## config.mk

```make
export PLATFORM = sky130hd
export DESIGN_NAME = sscl_config_lines
export DESIGN_NICKNAME = d
export VERILOG_FILES = /design/src/common/sscl_pkg.sv /design/src/rtl/sscl_config_lines.sv
export SDC_FILE = /design/constraint.sdc
export NUM_CORES = 1
export LEC_CHECK = 0
export BUFFER_PORTS_ARGS = -buffer_cell sky130_fd_sc_hd__buf_2
export CORE_ASPECT_RATIO = 0.5
export CORE_MARGIN = 5
export CORE_UTILIZATION = 59
export CTS_CLUSTER_DIAMETER = 40
export DETAILED_ROUTE_END_ITERATION = 12
export GPL_TIMING_DRIVEN = 0
export HOLD_SLACK_MARGIN = 0.03
export PLACE_DENSITY = 0.88
export SLEW_MARGIN = 15
export SYNTH_ARGS = -nofsm -noshare
export SYNTH_HDL_FRONTEND = slang
export SYNTH_SLANG_ARGS = --single-unit
```

## constraint.sdc

```tcl
create_clock -name clock -period 11.4 [get_ports clock]
set_clock_uncertainty 0.15 [all_clocks]
set_input_delay 1.14 -clock clock [delete_from_list [all_inputs] [get_ports clock]]
set_output_delay 1.14 -clock clock [all_outputs]
set_load 0.02 [all_outputs]
```

## src/common/sscl_pkg.sv

```systemverilog
package sscl_pkg;
	// line indices (byte address not used: the store is word addressed)
	localparam logic [0:0]  line_one_idx      = 1'h0;
	localparam logic [0:0]  line_two_idx      = 1'h1;
	localparam int          data_w            = 16;
	localparam int          ecc_w             = 6;
	// defaults: line one 0110_0000_0000_0000, line two k=0111, edge inverted, dir off
	localparam logic [15:0] line_one_rst      = 16'h6000;
	localparam logic [15:0] line_two_rst      = 16'h7424;
	// line one field positions
	localparam int          uncal_adapt_pos   = 15;
	localparam int          stop_en_pos       = 14;
	localparam int          high_speed_pos    = 13;
	localparam int          dir_change_pos    = 12;
	localparam int          sys_guard_en_pos  = 11;
	localparam int          delay_lsb         = 9;
	localparam int          pulse_width_lsb   = 6;
	localparam int          stand_tmo_pos     = 5;
	localparam int          time_guard_pos    = 4;
	localparam int          first_edge_pos    = 3;
	localparam int          hybrid_inh_pos    = 2;
	localparam int          stand_en_pos      = 1;
	localparam int          bias_mode_pos     = 0;
	// line two field position, then alt crank code, clock, timing and guard constants
	localparam int          k_factor_lsb      = 12;
	localparam logic [2:0]  pw_alt_crank      = 3'h6;
	localparam int          clk_ns            = 100;
	localparam int          delay_base_us     = 14;
	localparam int          delay_step_us     = 3;
	localparam int          stand_short_ms    = 40;
	localparam int          stand_long_ms     = 80;
	localparam int          time_guard_ms     = 1400;
	localparam int          guard_limit       = 8;
	localparam logic [3:0]  guard_limit_v     = 4'h8;
	// ratio in 1/64 units: 39.1% is 25/64, step 1/64
	localparam logic [6:0]  k_base            = 7'h19;
endpackage

```

## src/rtl/sscl_config_lines.sv

```systemverilog
`timescale 1ns/1ps
module sscl_config_lines #(
	parameter int time_guard_cycles = sscl_pkg::time_guard_ms * 10000
) (
	input  wire logic        clock,
	input  wire logic        rst,
	input  wire logic        wr_en,
	input  wire logic        addr,
	input  wire logic [15:0] wr_data,
	input  wire logic        rd_en,
	input  wire logic [5:0]  ecc_flip,
	input  wire logic        guard_extreme_seq,
	input  wire logic        out_switch,
	input  wire logic [11:0] sig_min,
	input  wire logic [11:0] sig_max,
	output logic      [15:0] rd_data,
	output logic             ecc_corrected,
	output logic             uncal_adapt_sel,
	output logic             stop_mode_en,
	output logic             high_speed_hold,
	output logic             dir_change_eighth,
	output logic [7:0]       delay_cycles,
	output logic [12:0]      fwd_pulse_cycles,
	output logic [12:0]      rev_pulse_cycles,
	output logic [12:0]      stand_pulse_cycles,
	output logic             stand_pulse_en,
	output logic [19:0]      stand_wait_cycles,
	output logic             first_edge_policy,
	output logic             first_edge_silent,
	output logic             calib_hold,
	output logic             hybrid_inhibit,
	output logic             bias_zero,
	output logic             offset_reset,
	output logic [11:0]      switch_threshold
);
	localparam int us_cyc = 1000 / sscl_pkg::clk_ns;
	localparam int ms_cyc = 1000 * us_cyc;
	logic [21:0] line [2];
	logic [21:0] next_line [2];
	logic [15:0] fix [2];
	logic [1:0]  fixed;
	logic [15:0] l0, l1;
	logic [15:0] next_rd_data;
	logic        next_ecc_corrected;

	// hamming over 21 positions: data skips the powers of two, so no data bit
	// shares a syndrome with a check bit; bit 5 is parity over the whole word
	function automatic logic [4:0] ecc_pos(input int i);
		return 5'(i + 3 + int'(i >= 1) + int'(i >= 4) + int'(i >= 11));
	endfunction

	function automatic logic [5:0] ecc_gen(input logic [15:0] d);
		logic [5:0] p;
		logic [4:0] q;
		p = '0;
		for (int i = 0; i < 16; i++) begin
			q = ecc_pos(i);
			for (int b = 0; b < 5; b++) begin
				if (q[b]) p[b] = p[b] ^ d[i];
			end
		end
		p[5] = ^{d, p[4:0]};
		return p;
	endfunction

	// single-bit data error is flipped back; check-bit errors leave data intact;
	// a double error keeps overall parity even, so it is only flagged
	function automatic logic [16:0] ecc_fix(input logic [21:0] w);
		logic [5:0]  g;
		logic [5:0]  s;
		logic [15:0] d;
		g = ecc_gen(w[15:0]);
		s = {^w, g[4:0] ^ w[20:16]};
		d = w[15:0];
		for (int i = 0; i < 16; i++) begin
			if (s[5] && s[4:0] == ecc_pos(i)) d[i] = ~d[i];
		end
		return {s != 6'h0, d};
	endfunction

	for (genvar g = 0; g < 2; g++) begin : g_fix
		assign {fixed[g], fix[g]} = ecc_fix(line[g]);
	end
	assign l0 = fix[0];
	assign l1 = fix[1];

	always_comb begin
		next_line = line;
		next_rd_data = rd_data;
		next_ecc_corrected = 1'b0;
		if (wr_en) begin
			// whole-word write regenerates the check bits
			next_line[addr] = {ecc_gen(wr_data), wr_data};
		end else if (|ecc_flip) begin
			next_line[addr] = line[addr] ^ {ecc_flip, 16'h0};
		end
		if (rd_en) begin
			next_rd_data = fix[addr];
			next_ecc_corrected = fixed[addr];
		end
	end

	always_ff @(posedge clock) begin
		if (rst) begin
			line[0] <= {ecc_gen(sscl_pkg::line_one_rst), sscl_pkg::line_one_rst};
			line[1] <= {ecc_gen(sscl_pkg::line_two_rst), sscl_pkg::line_two_rst};
			rd_data <= 16'h0;
			ecc_corrected <= 1'b0;
		end else begin
			line <= next_line;
			rd_data <= next_rd_data;
			ecc_corrected <= next_ecc_corrected;
		end
	end

	// field decode
	logic [2:0]  pw;
	logic        alt;
	logic [12:0] n_fwd, n_rev, n_std;
	logic [7:0]  n_dly;
	logic [3:0]  gcnt, next_gcnt;
	logic [24:0] tcnt, next_tcnt;
	logic        next_hold, next_oreset;
	logic [18:0] prod;
	logic [11:0] n_thr;
	assign pw  = l0[sscl_pkg::pulse_width_lsb +: 3];
	assign alt = (pw == sscl_pkg::pw_alt_crank);

	always_comb begin
		case (pw)
		3'h0: begin n_fwd = 13'd45; n_rev = 13'd90;  n_std = 13'd180; end
		3'h1: begin n_fwd = 13'd45; n_rev = 13'd180; n_std = 13'd360; end
		3'h2: begin n_fwd = 13'd45; n_rev = 13'd135; n_std = 13'd180; end
		3'h3: begin n_fwd = 13'd75; n_rev = 13'd600; n_std = 13'd360; end
		3'h4: begin n_fwd = 13'd22; n_rev = 13'd45;  n_std = 13'd90;  end
		3'h5: begin n_fwd = 13'd60; n_rev = 13'd120; n_std = 13'd360; end
		3'h6: begin n_fwd = 13'd30; n_rev = 13'd60;  n_std = 13'd0;   end
		default: begin n_fwd = 13'd90; n_rev = 13'd135; n_std = 13'd360; end
		endcase
		n_fwd = 13'(n_fwd * us_cyc);
		n_rev = 13'(n_rev * us_cyc);
		n_std = 13'(n_std * us_cyc);
		n_dly = 8'((sscl_pkg::delay_base_us
			+ sscl_pkg::delay_step_us * int'(l0[sscl_pkg::delay_lsb +: 2])) * us_cyc);
		// guard: count silent extreme sequences, switch clears, limit resets offset
		next_gcnt = gcnt;
		next_oreset = 1'b0;
		if (!l0[sscl_pkg::sys_guard_en_pos] || out_switch) begin
			next_gcnt = 4'h0;
		end else if (guard_extreme_seq) begin
			if (gcnt + 4'h1 >= sscl_pkg::guard_limit_v) begin
				next_gcnt = 4'h0;
				next_oreset = 1'b1;
			end else begin
				next_gcnt = gcnt + 4'h1;
			end
		end
		// power-on calibration timeout
		next_tcnt = tcnt;
		next_hold = 1'b0;
		if (l0[sscl_pkg::time_guard_pos] && tcnt < 25'(time_guard_cycles)) begin
			next_tcnt = tcnt + 25'h1;
			next_hold = 1'b1;
		end
		// threshold = min + span * (25 + k) / 64
		// widen both factors first, a self-sized product would keep only twelve bits
		prod = 19'(sig_max - sig_min) * 19'(sscl_pkg::k_base + 7'(l1[sscl_pkg::k_factor_lsb +: 4]));
		n_thr = sig_min + prod[17:6];
	end

	always_ff @(posedge clock) begin
		if (rst) begin
			gcnt <= 4'h0;
			tcnt <= 25'h0;
			calib_hold <= 1'b0;
			offset_reset <= 1'b0;
			{uncal_adapt_sel, stop_mode_en, high_speed_hold, dir_change_eighth} <= 4'h0;
			{stand_pulse_en, first_edge_policy, first_edge_silent} <= 3'h0;
			{hybrid_inhibit, bias_zero} <= 2'h0;
			delay_cycles <= 8'h0;
			fwd_pulse_cycles <= 13'h0;
			rev_pulse_cycles <= 13'h0;
			stand_pulse_cycles <= 13'h0;
			stand_wait_cycles <= 20'h0;
			switch_threshold <= 12'h0;
		end else begin
			gcnt <= next_gcnt;
			tcnt <= next_tcnt;
			calib_hold <= next_hold;
			offset_reset <= next_oreset;
			uncal_adapt_sel <= l0[sscl_pkg::uncal_adapt_pos];
			stop_mode_en <= l0[sscl_pkg::stop_en_pos];
			high_speed_hold <= l0[sscl_pkg::high_speed_pos];
			dir_change_eighth <= l0[sscl_pkg::dir_change_pos];
			delay_cycles <= n_dly;
			fwd_pulse_cycles <= n_fwd;
			rev_pulse_cycles <= n_rev;
			stand_pulse_cycles <= n_std;
			stand_pulse_en <= l0[sscl_pkg::stand_en_pos] && !alt;
			stand_wait_cycles <= l0[sscl_pkg::stand_tmo_pos] ? 20'(sscl_pkg::stand_long_ms * ms_cyc)
				: 20'(sscl_pkg::stand_short_ms * ms_cyc);
			first_edge_policy <= alt && l0[sscl_pkg::first_edge_pos];
			first_edge_silent <= alt && !l0[sscl_pkg::first_edge_pos];
			hybrid_inhibit <= l0[sscl_pkg::hybrid_inh_pos];
			bias_zero <= l0[sscl_pkg::bias_mode_pos];
			switch_threshold <= n_thr;
		end
	end

	stop_mode_a: assert property (@(posedge clock) disable iff (rst)
		stop_mode_en == $past(l0[14]) || $past(rst)) else $error("stop mode mismatch");
	alt_pulse_a: assert property (@(posedge clock) disable iff (rst)
		$past(alt) && !$past(rst) |-> fwd_pulse_cycles == 13'd300 && !stand_pulse_en)
		else $error("alt crank pulse wrong");
	write_read_a: assert property (@(posedge clock) disable iff (rst)
		wr_en && !rd_en ##1 rd_en && !wr_en && addr == $past(addr) |=> rd_data == $past(wr_data, 2))
		else $error("write not read back");
	guard_clear_a: assert property (@(posedge clock) disable iff (rst)
		out_switch |=> gcnt == 4'h0 && !offset_reset) else $error("guard not cleared");
	delay_code_a: assert property (@(posedge clock) disable iff (rst)
		!$past(rst) |-> delay_cycles == 8'(140 + 30 * $past(l0[10:9])))
		else $error("delay count wrong");
	wait_time_a: assert property (@(posedge clock) disable iff (rst)
		!$past(rst) |-> stand_wait_cycles == ($past(l0[5]) ? 20'd800000 : 20'd400000))
		else $error("standstill wait wrong");
	first_edge_a: assert property (@(posedge clock) disable iff (rst)
		!(first_edge_policy && first_edge_silent)) else $error("edge policy clash");
	hold_off_a: assert property (@(posedge clock) disable iff (rst)
		!$past(l0[4]) && !$past(rst) |-> !calib_hold) else $error("hold without enable");
endmodule

```

==> flow_summary.json, run 1 <==
{
  "run_status": "completed",
  "required_ps": 11600,
  "hold_end": "line[0]",
  "relSlewSlack_pct": 45.2,
  "netlist_area_mm2": 0.0117,
  "reg2reg_slack_ps": 670,
  "drt_iter0_drc": 786,
  "clkSlewWorstSetupHoldPaths_ps": 70,
  "postSynthAreaPerCell_um2": 8.49,
  "ys.warnings.count": 0,
  "cts_num_sinks": 152,
  "nets": 1742,
  "synth_edf_count": 0,
  "antenna_found_initial": 0,
  "synth_top_family_by_area": "simple AND/OR/NAND/NOR gates",
  "grt_max_degree": 17,
  "dpl.hpwl_um": 25000,
  "crit_path_start_kind": "register",
  "top_level_ports": 160,
  "crit_path_end_kind": "register",
  "syn_inst": 1376,
  "track_usage_pct": 27.1,
  "dpl.cell_count": 1798,
  "clockBufferDepth": 2,
  "cp_slowest_stage_delay_ps": 550,
  "final_cell_mix": "193 x nor2_1, 152 x dfxtp_1, 142 x buf_2, 119 x nand2_1, 115 x xnor2_1",
  "leakage_uw": 0.00637,
  "seq_area_frac_synth_pct": 26.0,
  "fp.dieW_um": 209,
  "crit_type": "reg2reg",
  "die_h_um": 110,
  "yosysUniqueCellTypes": 61,
  "crit_arrival_ps": 10930,
  "layout_min_cycle_time_ps": 10730,
  "cts_tree": "built",
  "hold_viol_final": 0,
  "grt_first_pass_wirelength_um": 49800,
  "overflow": 0,
  "worst_pin_slew_ps": 802,
  "crit_top_cell": "inv_1",
  "io_buffers": 137,
  "synth_adder_area_share_pct": 18.2,
  "fin_crit_sh_pct": 94.1,
  "start_util_pct": 60.1,
  "rows": 36,
  "hp-class": "reg2reg",
  "cts_root_buffer": "clkbuf_16",
  "ff2ff_path_depth": 39,
  "dieArea_mm2": 0.0229,
  "cts_buffers": 17,
  "synthMuxAreaShare_pct": 3.55,
  "holdCritStartpoint": "line[0]",
  "timing.rr.end": "switch_threshold[11]",
  "drv_cap": 0,
  "fill_cells": 1512,
  "post-cts-setup-buffers": 0,
  "crit_slowest_cell": "fa_1",
  "htree_levels": 4,
  "place_congestion": 0.931,
  "vias": 10200,
  "async_reset_ff_share_pct": 0,
  "first_global_vias": 10000,
  "synth_compound_area_share_pct": 9.34,
  "synth_flop_cell": "dfxtp_1",
  "rsz0062_at_grt": "no",
  "dr.pass1.iters": 6,
  "setup_tns_ps": 0,
  "synth_xor_area_share_pct": 17.4,
  "n_antenna_cell": 0,
  "register_area_mm2": 0.00304,
  "ys_seq_elements": 152,
  "layoutNonFillerInstCount": 1830,
  "viasPerCell": 5.55,
  "clock_latency_ps": 430,
  "cp_max_fo": 10,
  "regToRegStartpoint": "line[8]",
  "syn_to_final_growth_pct": 14.6,
  "synthSimpleGateAreaFrac_pct": 18.2,
  "whs_path_depth": 2,
  "drc_errors": 0,
  "drv_slew": 0,
  "layout_commonest_cell": "nor2_1",
  "ir_worst_vdd_mv": 0.295,
  "ant_nets": 0,
  "post_drt_wl_per_cell_um": 17.1,
  "drive_above_1_share_pct": 15.1,
  "cts_hold_buf": 0,
  "power_density_mw_per_mm2": 367,
  "multi_input_area_mm2": 0.00791,
  "core_area_mm2": 0.0195,
  "max_freq_mhz": 93.2,
  "wirelength_um": 31300,
  "setup_violations": 0
}
[worst max-delay path by stage]
stage,from,endpoint
final,line[8],switch_threshold[11]
after global routing,line[8],switch_threshold[11]
after CTS,line[8],switch_threshold[11]
after detailed placement,line[8],switch_threshold[11]
after global placement,line[8],switch_threshold[11]
after floorplan,line[8],switch_threshold[11]
[cell type report]
cell class                      instances  share of cell area [%]
Multi-Input combinational cell       1049                    59.0
Sequential cell                       152                    22.7
Timing Repair Buffer                  137                    5.12
Clock buffer                           18                    3.28
Inverter                              114                    3.19
Buffer                                 80                    3.15
Tap cell                              266                    2.48
Clock inverter                         14                    1.05
[synth_stat cells (6+ instances only)]
| master | count | share of area, % |
|---|---|---|
| buf_4 | 30 | 1.9 |
| xor3_1 | 6 | 1.2 |
| mux2i_1 | 39 | 3.3 |
| or2_2 | 11 | 0.59 |
| or3_1 | 10 | 0.54 |
| xnor3_1 | 12 | 2.3 |
| nor2b_1 | 17 | 0.91 |
| o21a_1 | 8 | 0.51 |
| nand3_1 | 33 | 1.4 |
| clkbuf_1 | 40 | 1.3 |
| a31oi_1 | 6 | 0.32 |
| o211ai_1 | 10 | 0.64 |
| dfxtp_1 | 152 | 26 |
| nand2_1 | 119 | 3.8 |
| fa_1 | 53 | 9.1 |
| and3_1 | 12 | 0.64 |
| ha_1 | 85 | 9.1 |
| inv_1 | 114 | 3.7 |
| nor3_1 | 27 | 1.2 |
| a21o_1 | 12 | 0.77 |
| nand2b_1 | 13 | 0.70 |
| and2_1 | 10 | 0.54 |
| a21oi_1 | 77 | 3.3 |
| nor2_1 | 193 | 6.2 |
| xnor2_1 | 116 | 8.7 |
| o21ai_0 | 32 | 1.4 |
| o21bai_1 | 9 | 0.58 |
| xor2_1 | 63 | 4.7 |
[per-layer routing]
layer	vias to the layer above	track usage (%)	wire, µm
met2	397	48.8	15400
met5	-	0	0
li1	4810	-	-
met4	0	9.40	901
met1	4886	33.5	13000
met3	69	4.85	1990
[kinds of logic after synthesis]
group                      Yosys count
other                                1
muxes                               41
xor gates and xnor gates           200
buffers and inverters              194
AOI/OAI and AO/OA                  179
DFF                                152
and+or+nand+nor                    471
adders and majority gates          138
[power by group]
part	internal (µW)	switching, µW
registers	622	33.7
clock network	312	250
logic	1590	2100
total	2530	2380
[stage by stage]
step	utilization [%]	cell area, µm²	worst slack, ps	hold slack, ps	power (µW)
5_1_grt	68.8	13400	37.4	364	5420
2_1_floorplan	-	11800	2100	279	3550
4_1_cts	68.7	13400	99.9	342	4900
3_3_place_gp	65.7	12800	444	296	4130
6_report	68.8	13400	670	347	4910
3_5_place_dp	65.7	12800	28.3	324	4310
[timing repair]
item | CTS | global route
cloned | 0 | 0
gates resized for setup | 1 | 9
endpoints found under the setup margin | 1 | 2
[registers in the layout, indices dropped and copies added (netlist names), 5 cells and up]
name / cells
rev_pulse_cycles: 12
switch_threshold: 12
rd_data: 16
line: 44
delay_cycles: 5
tcnt: 25
stand_pulse_cycles: 9
fwd_pulse_cycles: 10
[critical path: cells and delay by family (launching register included)]
kind / cells / cell delay (ps)
adder cells (fa/ha/maj): 7 / 2920
XOR/XNOR: 7 / 2480
AO/OA/AOI/OAI: 10 / 2150
buffers and inverters: 9 / 1160
AND/OR/NAND/NOR: 4 / 900
multiplexers: 2 / 460
flip-flops: 1 / 430
No activity file was read; power rests on OpenSTA's default activity.
==> run 2, diff against run 1 <==
--- a/config.mk
+++ b/config.mk
@@ -6,14 +6,16 @@
 export NUM_CORES = 1
 export LEC_CHECK = 0
 export BUFFER_PORTS_ARGS = -buffer_cell sky130_fd_sc_hd__buf_2
+export CELL_PAD_IN_SITES_DETAIL_PLACEMENT = 0
+export CELL_PAD_IN_SITES_GLOBAL_PLACEMENT = 1
 export CORE_ASPECT_RATIO = 0.5
 export CORE_MARGIN = 5
-export CORE_UTILIZATION = 59
+export CORE_UTILIZATION = 44
 export CTS_CLUSTER_DIAMETER = 40
 export DETAILED_ROUTE_END_ITERATION = 12
 export GPL_TIMING_DRIVEN = 0
 export HOLD_SLACK_MARGIN = 0.03
-export PLACE_DENSITY = 0.88
+export PLACE_DENSITY = 0.87
 export SLEW_MARGIN = 15
 export SYNTH_ARGS = -nofsm -noshare
 export SYNTH_HDL_FRONTEND = slang
==> run 2 against run 1 <==
Setup slack improved by 9.5 ps; fmax is essentially flat; first-iteration DRC count decreased by 34%; design area grew 0.95%; clock power increased by 3%; final cell count increased by 4.7%; hold slack got worse by 9.0 ps; via count fell by 4.6%; critical path type unchanged; largest power group unchanged; routed wire length down 1.2%; utilization shrank 17 points; combinational power is 2% lower.
==> flow_summary.json, run 2 (synthesis results as in run 1) <==
{
  "post_drt_wl_per_cell_um": 16.2,
  "dr.pass1.iters": 5,
  "clockBufferDepth": 2,
  "p_total_uw": 4870,
  "cts_root_buffer": "clkbuf_16",
  "cts_buffers": 17,
  "dpl.cell_count": 1884,
  "cp_slowest_stage_delay_ps": 540,
  "leakage_uw": 0.00637,
  "wl_met1_um": 13700,
  "viasPerCell": 5.06,
  "htree_levels": 4,
  "crit_arrival_ps": 10950,
  "rows": 42,
  "n_antenna_cell": 0,
  "dieArea_mm2": 0.0301,
  "dr_wl_met3_um": 1700,
  "start_util_pct": 44.5,
  "cp_max_fo": 10,
  "setup_violations": 0,
  "top_level_ports": 160,
  "layoutNonFillerInstCount": 1916,
  "fp.dieW_um": 240,
  "overflow": 0,
  "cts_hold_buf": 0,
  "core_area_mm2": 0.0263,
  "required_ps": 11620,
  "place_congestion": 0.909,
  "fin_crit_sh_pct": 94.0,
  "clkSlewWorstSetupHoldPaths_ps": 70,
  "ir_worst_vdd_mv": 0.331,
  "rsz0062_at_grt": "no",
  "die_h_um": 125,
  "nets": 1742,
  "crit_type": "reg2reg",
  "hold_viol_final": 0,
  "drv_cap": 0,
  "multi_input_area_mm2": 0.00791,
  "grt_max_degree": 17,
  "dpl.hpwl_um": 25600,
  "maxUsedRoutingLayer": "met4",
  "wl_met2_um": 15200,
  "drive_above_1_share_pct": 15.1,
  "largest_reg_flops": 44,
  "drc_errors": 0,
  "track_usage_pct": 20.7,
  "max_freq_mhz": 93.3,
  "syn_to_final_growth_pct": 15.7,
  "register_area_mm2": 0.00304,
  "drv_slew": 0,
  "antenna_found_initial": 0,
  "vias": 9692,
  "relSlewSlack_pct": 39.9,
  "top_regs": "line x44, tcnt x25, rd_data x16",
  "layout_min_cycle_time_ps": 10720,
  "wirelength_um": 31000,
  "first_global_vias": 9715,
  "top_register": "line",
  "layout_commonest_cell": "nor2_1",
  "drt_iter0_drc": 520,
  "hp-class": "reg2reg",
  "fill_cells": 2536,
  "crit_path_start_kind": "register",
  "crit_path_end_kind": "register",
  "cts_tree": "built",
  "cts_num_sinks": 152,
  "power_density_mw_per_mm2": 360,
  "ant_nets": 0,
  "clock_latency_ps": 450,
  "io_buffers": 137,
  "crit_slowest_cell": "fa_1",
  "whs_ps": 338,
  "final_cell_mix": "193 x nor2_1, 152 x dfxtp_1, 142 x buf_2, 119 x nand2_1, 116 x xnor2_1",
  "crit_top_cell": "inv_1",
  "grt_first_pass_wirelength_um": 49900,
  "run_status": "completed",
  "worst_pin_slew_ps": 879
}
[run 2: cell types whose count changed in the layout (fill, tap and decap cells not counted), sizes merged]
cell    change
clkinv      -2
inv         +2
[run 2: where the power goes]
part | switching (µW) | total (µW) | internal [µW]
clock | 264 | 581 | 317
combinational | 2050 | 3630 | 1580
sequential | 31.3 | 653 | 622
[run 2: routing by layer]
metal  track usage [%]  up-vias
met2              35.0      239
met5                 0        -
met4              4.50        0
met1              27.4     4630
li1                  -     4797
met3              4.22       26
[run 2: final timing paths]
kind	start	endpoint	slack, ps	depth (start not counted)
hold / removal	gcnt[1]	gcnt[1]	340	2
setup / recovery	line[8]	switch_threshold[11]	680	39
hold reg to reg	gcnt[1]	gcnt[1]	340	2
setup reg to reg	line[8]	switch_threshold[11]	680	39
[run 2: final cells by class]
type / instances / area share [%]
multi-input cells: 1049 / 58.5
well taps: 352 / 3.26
inverters: 114 / 3.16
repair buffers: 137 / 5.07
flip-flops and latches: 152 / 22.5
clock inverters: 14 / 1.16
clock buffers: 18 / 3.25
plain buffers: 80 / 3.12
[run 2: timing repair]
action | CTS | global route
resized for setup | 1 | 10
setup endpoints to repair | 1 | 3
setup buffers | 0 | 0
gates cloned | 0 | 0
hold endpoints to repair | 0 | 0
pin swaps | 0 | 0
[run 2: metrics by stage]
stage / setup WS [ps] / cell area (µm²) / utilization [%] / setup TNS [ps]
2_1_floorplan: 2100 / 11800 / - / 0
3_3_place_gp: -138 / 12900 / 49.0 / -138
3_5_place_dp: -197 / 12900 / 49.0 / -197
4_1_cts: 6.29 / 13500 / 51.3 / 0
5_1_grt: 36.3 / 13500 / 51.5 / 0
6_report: 680 / 13500 / 51.5 / 0
[run 2: critical path: cells and delay by family, from the launching register on]
family,cells,cell delay [ps]
compound gates,11,2710
buf+inv,9,1110
xor+xnor,7,2440
flops,1,460
mux,2,450
fa+ha+maj,7,2880
simple gates,3,430
